### src/rtl/blqp_pkg.sv
// Purpose: Constants and types shared by the bulk list and done queue pointer logic
// Assumes: 32-bit register data, byte offsets from the memory base
// Notes: Offsets are relative to the memory base taken from configuration space
package blqp_pkg;

  localparam logic [7:0] BLQP_CFG_MEM_BASE_OFS = 8'h10;
  localparam logic [7:0] BLQP_OFS_BULK_CUR = 8'h2C;
  localparam logic [7:0] BLQP_OFS_DONE_HEAD = 8'h30;

  localparam int BLQP_ADDR_LSB = 4;
  localparam int BLQP_ADDR_MSB = 31;
  localparam logic [31:0] BLQP_ADDR_MASK = 32'hFFFFFFF0;
  localparam logic [31:0] BLQP_PTR_RESET = 32'h00000000;
  localparam logic [31:0] BLQP_END_OF_LIST = 32'h00000000;

  localparam int BLQP_LIST_FILLED_BIT = 1;
  localparam int BLQP_BULK_ENABLE_BIT = 5;

  typedef enum logic [1:0] {
    BLQP_ST_IDLE = 2'b00,
    BLQP_ST_FETCH = 2'b01,
    BLQP_ST_END_CHECK = 2'b10
  } blqp_state_t;

endpackage

### src/rtl/blqp_bulk_ptr.sv
// Purpose: Holds the bulk list current pointer
// Assumes: Advance, reload and software write are decided by the caller
// Notes: Reload has priority over advance, advance over software write
`timescale 1ns/1ps
module blqp_bulk_ptr (
  input wire logic sys_clk,
  input wire logic rst_b,
  input wire logic sw_wr,
  input wire logic [31:0] sw_data,
  input wire logic advance,
  input wire logic [31:0] next_link,
  input wire logic reload,
  input wire logic [31:0] head,
  output logic [31:0] ptr
);

  typedef struct packed {
    logic [31:0] ptr;
  } blqp_bulk_state_t;

  blqp_bulk_state_t st_r;
  blqp_bulk_state_t st_nxt;

  always_comb begin
    st_nxt = st_r;
    if (reload) begin
      st_nxt.ptr = head & blqp_pkg::BLQP_ADDR_MASK;
    end else if (advance) begin
      st_nxt.ptr = next_link & blqp_pkg::BLQP_ADDR_MASK;
    end else if (sw_wr) begin
      st_nxt.ptr = sw_data & blqp_pkg::BLQP_ADDR_MASK;
    end
  end

  always_ff @(posedge sys_clk) begin
    if (!rst_b) begin
      st_r.ptr <= blqp_pkg::BLQP_PTR_RESET;
    end else begin
      st_r <= st_nxt;
    end
  end

  assign ptr = st_r.ptr;

endmodule

### src/rtl/blqp_done_head.sv
// Purpose: Holds the done queue head pointer
// Assumes: Completion and flush arrive as one-cycle pulses
// Notes: A completion in the flush cycle survives; flush takes the older head
`timescale 1ns/1ps
module blqp_done_head (
  input wire logic sys_clk,
  input wire logic rst_b,
  input wire logic sw_wr,
  input wire logic [31:0] sw_data,
  input wire logic td_done,
  input wire logic [31:0] td_addr,
  input wire logic flush,
  output logic [31:0] head
);

  typedef struct packed {
    logic [31:0] head;
  } blqp_done_state_t;

  blqp_done_state_t st_r;
  blqp_done_state_t st_nxt;

  always_comb begin
    st_nxt = st_r;
    if (td_done) begin
      st_nxt.head = td_addr & blqp_pkg::BLQP_ADDR_MASK;
    end else if (flush) begin
      st_nxt.head = blqp_pkg::BLQP_PTR_RESET;
    end else if (sw_wr) begin
      st_nxt.head = sw_data & blqp_pkg::BLQP_ADDR_MASK;
    end
  end

  always_ff @(posedge sys_clk) begin
    if (!rst_b) begin
      st_r.head <= blqp_pkg::BLQP_PTR_RESET;
    end else begin
      st_r <= st_nxt;
    end
  end

  assign head = st_r.head;

endmodule

### src/rtl/blqp_top.sv
// Purpose: Bulk list current pointer and done queue head pointer engine
// Assumes: Register port offsets are relative to the memory base of either function
// Notes: Descriptor fetch and memory writes are done by engines outside
`timescale 1ns/1ps
module blqp_top (
  input wire logic sys_clk,
  input wire logic rst_b,
  input wire logic reg_wr,
  input wire logic reg_rd,
  input wire logic [7:0] reg_offset,
  input wire logic [31:0] reg_wdata,
  output logic [31:0] reg_rdata,
  output logic reg_ack,
  input wire logic [31:0] command_status_register,
  input wire logic [31:0] operation_control_register,
  input wire logic [31:0] bulk_list_head_pointer,
  output logic list_filled_clear,
  input wire logic frame_start,
  input wire logic bulk_slot,
  output logic ed_fetch_req,
  output logic [31:0] ed_fetch_addr,
  input wire logic ed_served,
  input wire logic [31:0] next_descriptor_link,
  input wire logic td_complete,
  input wire logic [31:0] td_complete_addr,
  output logic td_link_wr,
  output logic [31:0] td_link_addr,
  output logic [31:0] td_link_data,
  input wire logic host_communication_area_update,
  output logic host_communication_area_wr,
  output logic [31:0] host_communication_area_done_head,
  output logic [31:0] bulk_current_address_field
);

  typedef struct packed {
    blqp_pkg::blqp_state_t fsm;
    logic [31:0] reg_rdata;
    logic reg_ack;
    logic list_filled_clear;
    logic ed_fetch_req;
    logic [31:0] ed_fetch_addr;
    logic td_link_wr;
    logic [31:0] td_link_addr;
    logic [31:0] td_link_data;
    logic host_communication_area_wr;
    logic [31:0] host_communication_area_done_head;
  } blqp_top_state_t;

  blqp_top_state_t st_r;
  blqp_top_state_t st_nxt;

  logic [31:0] bulk_ptr;
  logic [31:0] done_head;
  logic bulk_enable;
  logic list_filled;
  logic bulk_sw_wr;
  logic done_sw_wr;
  logic advance;
  logic reload;

  function automatic logic hit(input logic [7:0] ofs, input logic [7:0] target);
    hit = (ofs == target);
  endfunction

  // Reserved bits are ignored so a stray low bit cannot hide a list end
  function automatic logic list_end(input logic [31:0] link);
    list_end = ((link & blqp_pkg::BLQP_ADDR_MASK) == blqp_pkg::BLQP_END_OF_LIST);
  endfunction

  assign bulk_enable = operation_control_register[blqp_pkg::BLQP_BULK_ENABLE_BIT];
  assign list_filled = command_status_register[blqp_pkg::BLQP_LIST_FILLED_BIT];

  // Writes while bulk is running are dropped, the engine owns the pointer
  assign bulk_sw_wr = reg_wr && hit(reg_offset, blqp_pkg::BLQP_OFS_BULK_CUR) && !bulk_enable;
  assign done_sw_wr = reg_wr && hit(reg_offset, blqp_pkg::BLQP_OFS_DONE_HEAD);

  assign advance = (st_r.fsm == blqp_pkg::BLQP_ST_FETCH) && ed_served;
  assign reload = (st_r.fsm == blqp_pkg::BLQP_ST_END_CHECK) && list_filled;

  blqp_bulk_ptr u_bulk (
    .sys_clk(sys_clk),
    .rst_b(rst_b),
    .sw_wr(bulk_sw_wr),
    .sw_data(reg_wdata),
    .advance(advance),
    .next_link(next_descriptor_link),
    .reload(reload),
    .head(bulk_list_head_pointer),
    .ptr(bulk_ptr)
  );

  blqp_done_head u_done (
    .sys_clk(sys_clk),
    .rst_b(rst_b),
    .sw_wr(done_sw_wr),
    .sw_data(reg_wdata),
    .td_done(td_complete),
    .td_addr(td_complete_addr),
    .flush(host_communication_area_update),
    .head(done_head)
  );

  always_comb begin
    st_nxt = st_r;
    st_nxt.reg_ack = 1'b0;
    st_nxt.list_filled_clear = 1'b0;
    st_nxt.td_link_wr = 1'b0;
    st_nxt.host_communication_area_wr = 1'b0;

    // Register read port, unmapped offsets read zero
    if (reg_rd || reg_wr) begin
      st_nxt.reg_ack = 1'b1;
    end
    if (reg_rd) begin
      if (hit(reg_offset, blqp_pkg::BLQP_OFS_BULK_CUR)) begin
        st_nxt.reg_rdata = bulk_ptr;
      end else if (hit(reg_offset, blqp_pkg::BLQP_OFS_DONE_HEAD)) begin
        st_nxt.reg_rdata = done_head;
      end else begin
        st_nxt.reg_rdata = 32'h00000000;
      end
    end

    unique case (st_r.fsm)
      blqp_pkg::BLQP_ST_IDLE: begin
        st_nxt.ed_fetch_req = 1'b0;
        // Frame start never touches the pointer, so work resumes where it stopped
        if (bulk_enable && bulk_slot && !frame_start) begin
          if (list_end(bulk_ptr)) begin
            st_nxt.fsm = blqp_pkg::BLQP_ST_END_CHECK;
          end else begin
            st_nxt.fsm = blqp_pkg::BLQP_ST_FETCH;
            st_nxt.ed_fetch_req = 1'b1;
            st_nxt.ed_fetch_addr = bulk_ptr;
          end
        end
      end
      blqp_pkg::BLQP_ST_FETCH: begin
        if (ed_served) begin
          st_nxt.ed_fetch_req = 1'b0;
          if (list_end(next_descriptor_link)) begin
            st_nxt.fsm = blqp_pkg::BLQP_ST_END_CHECK;
          end else begin
            st_nxt.fsm = blqp_pkg::BLQP_ST_IDLE;
          end
        end
      end
      blqp_pkg::BLQP_ST_END_CHECK: begin
        st_nxt.ed_fetch_req = 1'b0;
        if (list_filled) begin
          st_nxt.list_filled_clear = 1'b1;
        end
        st_nxt.fsm = blqp_pkg::BLQP_ST_IDLE;
      end
      default: begin
        st_nxt.fsm = blqp_pkg::BLQP_ST_IDLE;
        st_nxt.ed_fetch_req = 1'b0;
      end
    endcase

    // Link gets the old head, or zero when a flush in the same cycle already took it
    if (td_complete) begin
      st_nxt.td_link_wr = 1'b1;
      st_nxt.td_link_addr = td_complete_addr & blqp_pkg::BLQP_ADDR_MASK;
      st_nxt.td_link_data = host_communication_area_update ? blqp_pkg::BLQP_PTR_RESET : done_head;
    end
    if (host_communication_area_update) begin
      st_nxt.host_communication_area_wr = 1'b1;
      st_nxt.host_communication_area_done_head = done_head;
    end
  end

  always_ff @(posedge sys_clk) begin
    if (!rst_b) begin
      st_r.fsm <= blqp_pkg::BLQP_ST_IDLE;
      st_r.reg_rdata <= 32'h00000000;
      st_r.reg_ack <= 1'b0;
      st_r.list_filled_clear <= 1'b0;
      st_r.ed_fetch_req <= 1'b0;
      st_r.ed_fetch_addr <= blqp_pkg::BLQP_PTR_RESET;
      st_r.td_link_wr <= 1'b0;
      st_r.td_link_addr <= blqp_pkg::BLQP_PTR_RESET;
      st_r.td_link_data <= blqp_pkg::BLQP_PTR_RESET;
      st_r.host_communication_area_wr <= 1'b0;
      st_r.host_communication_area_done_head <= blqp_pkg::BLQP_PTR_RESET;
    end else begin
      st_r <= st_nxt;
    end
  end

  assign reg_rdata = st_r.reg_rdata;
  assign reg_ack = st_r.reg_ack;
  assign list_filled_clear = st_r.list_filled_clear;
  assign ed_fetch_req = st_r.ed_fetch_req;
  assign ed_fetch_addr = st_r.ed_fetch_addr;
  assign td_link_wr = st_r.td_link_wr;
  assign td_link_addr = st_r.td_link_addr;
  assign td_link_data = st_r.td_link_data;
  assign host_communication_area_wr = st_r.host_communication_area_wr;
  assign host_communication_area_done_head = st_r.host_communication_area_done_head;
  assign bulk_current_address_field = bulk_ptr;

endmodule

### config.mk
export PLATFORM = sky130hd
export DESIGN_NAME = blqp_top
export DESIGN_NICKNAME = d
export VERILOG_FILES = /design/src/rtl/blqp_pkg.sv /design/src/rtl/blqp_bulk_ptr.sv /design/src/rtl/blqp_done_head.sv /design/src/rtl/blqp_top.sv
export SDC_FILE = /design/constraint.sdc
export NUM_CORES = 1
export LEC_CHECK = 0
export ABC_AREA = 0
export BUFFER_PORTS_ARGS = -buffer_cell sky130_fd_sc_hd__buf_2
export CORE_AREA = 3 3 157 159
export CTS_BUF_LIST = sky130_fd_sc_hd__clkbuf_4
export CTS_CLUSTER_SIZE = 25
export DETAILED_ROUTE_END_ITERATION = 16
export DIE_AREA = 0 0 160 162
export GPL_TIMING_DRIVEN = 0
export PLACE_DENSITY = 0.73
export SYNTH_ARGS = -nofsm -noshare
export SYNTH_HDL_FRONTEND = slang
export SYNTH_SLANG_ARGS = --single-unit
### constraint.sdc
create_clock -name sys_clk -period 1.35 [get_ports sys_clk]
set_input_delay 0.0675 -clock sys_clk [delete_from_list [all_inputs] [get_ports sys_clk]]
set_output_delay 0.0675 -clock sys_clk [all_outputs]
set_load 0.1 [all_outputs]
Word-level counts from Yosys, hierarchy flattened:

Index checks and enable logic that the tools add are counted.

* bitwise operators: 1
* mux-type cells: 22
* reduce and logical (&&, ||, !) cells: 18
* equality and inequality tests: 6

Operator list (number)
* 2-to-1 mux 32 bit: 9
* 2-to-1 mux 33 bit: 3
* 2-to-1 mux 65 bit: 1
* logical NOT 32 bit: 2
* == test 8 x 6 -> 1 bit (second input constant): 2
* 2-to-1 mux 2 bit: 4
* logical AND 1 bit: 7
* nonzero test 3 bit: 2
* != test 2 bit (second input constant): 2
* case mux 2 bit (2 select lines): 1
* AND reduction 2 bit: 2
* 2-to-1 mux 1 bit: 3
* AND reduction 3 bit: 1
* == test 2 x 1 -> 1 bit (second input constant): 1
* == test 2 bit (second input constant): 1
* logical NOT 1 bit: 2
* logical NOT 2 bit: 1
* case mux 1 bit (2 select lines): 1
* logical OR 1 bit: 1
* inverter 1 bit: 1

* bits in registers: 211
* output and inout port bits: 197

Logic depth before layout (Yosys ltp):

* depth after elaboration: 6
* mapped depth: 7

Modules after synthesis:

A second synthesis with hierarchy kept.

* cell total of the unflattened synthesis: 1191
* area total of the unflattened synthesis: 10710.3 µm²

By module, submodules not included
* blqp_top: cells an instance 864, instances 1, seq. area each 3263.1 µm², area an instance 7857.5 µm²
* blqp_bulk_ptr: cells an instance 166, instances 1, seq. area each 560.5 µm², area an instance 1650.3 µm²
* blqp_done_head: cells an instance 161, instances 1, seq. area each 560.5 µm², area an instance 1202.4 µm²

Worst setup path before layout:

OpenSTA, ideal clock, no wires.

* path kind: register to register
* from: register, netlist name u_bulk.ptr[15]
* to: register, netlist name ed_fetch_addr[13]
* buffers on the path: 1
* arrival time: 1765 ps
* data required time: 1277 ps
* slack: -489 ps
* stages on the path, launching flop included: 6
* cells stage by stage: dfxtp_1 -> nor4_1 -> nand4_1 -> o21ai_1 -> buf_4 -> mux2i_1

* cells in the longest elaborated chain, start to end: 3

RTL lines
* logical NOT 32 bit: RTL line blqp_top.sv:67 `list_end = ((link & blqp_pkg::BLQP_ADDR_MASK) == blqp_pkg::BLQP_END_OF_LIST);`
* inverter 1 bit (no source line)
* AND reduction 3 bit (no source line)

No other way between the ends.
A chain may end at the register's enable or synchronous reset.

Worst setup path in the final report:

* from: register, netlist name u_bulk.ptr[23]
* to: register, netlist name ed_fetch_addr[4]

* cells in the longest elaborated chain, start to end: 3

RTL lines (RTL line)
* logical NOT 32 bit: blqp_top.sv:67
* inverter 1 bit (no source line)
* AND reduction 3 bit (no source line)

No other way between the ends.

==> results.ini <==
[status]
status=finished, violations left
violations=negative hold slack, negative setup slack

[power_and_ir_drop]
power.total_uw=21800
max-vdd-ir-drop_v=0.000709
p_seq_frac=0.331
p_clk_frac=0.257
switching_share=0.395
p_comb_frac=0.412
internal_power_uw=13200
p_sw_uw=8610
power_density_nw_per_um2=1280
leakagePower_uw=0.00748

[sta]
fin_crit_sh=1.38
fin_skew_ns=0.0420
whs_ns=-0.00540
rsz0062_at_grt=yes
fin_ws_ns=-0.518
setup_tns_ns=-21.68
slew_viol_final=0
finalSetupViolCount=81
fmax_ghz=0.535
hold_violations=6
worstMarginPinSlew_ns=0.789
slew_headroom=0.474
min_period_ns=1.87

[global_routing]
grt_max_degree=14
grt_usage=0.332
grt_pass1_vias=10600
antenna_found_initial=1
grt_pass1_wl_mm=65.9
grt_overflow=0

[final_layout]
fin_util=0.729
nFillCells=1532
nets=1715
instances_no_fill=1866
layout-drive-gt1-share=0.469
area_delta_synth_final_pct=68.2

[clocking]
cts_buffer_depth=3
cts_sinks=203
clk_latency_ns=0.69
numCtsBuffers=55
cts_tree=built
cts_root_buffer=clkbuf_4
htree_levels=2
clk_pin_slew_ns=0.07
cts_hold_buf=120

[placed_design]
globalplace.congestion=0.955
portBuffers=300
placed_cells=1727
dp_hpwl_mm=29.3

[synth]
synthArstFlopShare=0
yosys-top-cells-count=dfxtp_1 (203), buf_4 (167), mux2i_1 (140)
synth_edf_count=0
synth_top_cell_area_share=0.400
ys.flop_type=dfxtp_1
syn-instance-count=1085
yosysTopAreaCell=dfxtp_1
ys_seq_elements=203
avgSynthCellArea_um2=9.35
synth_area_um2=10100
yosysWarnings=0
yosys.cell_types.count=39
synthTopCellsByArea=dfxtp_1 (40%), mux2i_1 (14%), buf_4 (12%)
synth.most_common_cell=dfxtp_1
ys_seq_area_frac=0.400

[setup_path]
rr_endpoint=ed_fetch_addr[4]
reg2reg_setup_slack_ns=-0.52
critPathKind=reg -> reg
critPathRequiredTime_ns=1.95
arrival_ns=2.47
r2r-start=u_bulk.ptr[23]
r2r_cells=6
cp_max_fo=6
critPathLaunchType=flop
cp-end-kind=flop

[hold_path]
hp-class=in -> reg
min-delay-start=reg_offset[5]
min_to=reg_rdata[6]
holdPathStages=4

[drt]
num_vias=10300
via_per_inst=5.53
wl_per_cell_um=24.7
drt-total-wl_mm=46.0
first_pass_iters=5
ant_nets=0
drtIter0Drc=1027
drt_drc_violations_left=0

[die]
fp.dieArea_um2=25900
initial_core_util=0.434
die_y_um=162
io_pins=406
core-area_um2=23400
num_rows=56
die_w_um=160

[flow_run]
cap_violations=0

## area by class of cell
class	instances	area, um^2	share of cell area
clock buffers	85	638	0.0374
plain buffers	101	617	0.0361
flip-flops and latches	203	4400	0.258
clock inverters	11	41.3	0.00242
multi-input cells	633	4910	0.288
well taps	319	399	0.0234
inverters	29	109	0.00638
diodes	2	5.00	0.000293
repair buffers	483	5950	0.348
## layer usage
layer,global-route usage,share of wire,routed length [um]
met1,0.388,0.37,16900
met2,0.562,0.47,21900
met3,0.0760,0.091,4180
met4,0.191,0.067,3070
met5,0,0,0
## timing repair
| action | 4_1_cts | 5_1_grt |
|---|---|---|
| setup endpoints to repair | 232 | 132 |
| cloned | 5 | 4 |
| setup buffers | 48 | 16 |
| pin swaps | 13 | 19 |
| resized for setup | 915 | 78 |
| endpoints found under the hold margin | 111 | 1 |
## through the flow
stage / setup WS, ns / instance area, um^2 / hold slack (ns)
3_5_place_dp: -0.437 / 12300 / 0.305
4_1_cts: -0.330 / 16800 / -0.0232
6_report: -0.518 / 17100 / -0.00540
5_1_grt: -0.552 / 17100 / -0.0195
3_3_place_gp: -0.411 / 12300 / 0.295
2_1_floorplan: -0.144 / 10300 / 0.178
## power by group through the flow
stage	Sequential (uW)	Clock (uW)	Combinational (uW)
after floorplan	8090	0	3440
after global placement	7080	0	5870
after detailed placement	7100	0	5900
after CTS	7130	5530	8340
after global routing	7200	5940	9210
final	7200	5600	8980
## cells by family (layout without fill, tap and decap cells)
group	count (synthesis)	count (layout)	synth area share
DFF	203	203	0.400
and+or+nand+nor	265	265	0.147
buffers and inverters	272	709	0.169
muxes	140	140	0.138
other	1	26	0.000370
AOI/OAI and AO/OA	204	204	0.145
## registers in the layout (all words and copies together), names as in the netlist, 2 cells and up
| name | flops |
|---|---|
| ed_fetch_addr | 28 |
| host_communication_area_done_head | 28 |
| reg_rdata | 28 |
| st_r | 2 |
| td_link_addr | 28 |
| td_link_data | 28 |
| u_bulk.ptr | 28 |
| u_done.head | 28 |
## cell usage in the layout (no fill, tap or decap), types with 25 or more instances in the layout
master	count
a22oi_1	54
o211a_1	28
clkbuf_4	85
dfxtp_2	122
o22ai_1	28
buf_12	178
and2_1	31
clkbuf_1	43
dfxtp_1	32
dfxtp_4	49
dlygate4sd3_1	119
buf_2	145
inv_1	29
nand2_1	87
buf_4	63
o21ai_0	25
nor2b_1	75
a21o_1	28
mux2i_1	112
## worst max-delay path, stage by stage (launching register included)
cell     delay (ns)
dfxtp_4        0.37
nor4_2         0.35
nand4_1        0.28
o21ai_4        0.24
buf_12         0.16
buf_8          0.13
mux2i_1        0.22
## how the worst max path moves through the flow
stage	to	from	slack, ns	depth (start not counted)
after global routing	ed_fetch_addr[4]	u_bulk.ptr[23]	-0.55	6
after floorplan	ed_fetch_addr[10]	u_bulk.ptr[19]	-0.14	5
after global placement	u_bulk.ptr[12]	st_r[166]	-0.41	6
final	ed_fetch_addr[4]	u_bulk.ptr[23]	-0.52	6
after CTS	ed_fetch_addr[24]	u_bulk.ptr[30]	-0.33	5
after detailed placement	u_bulk.ptr[12]	st_r[166]	-0.44	6
No activity file was read; power rests on OpenSTA's default activity.
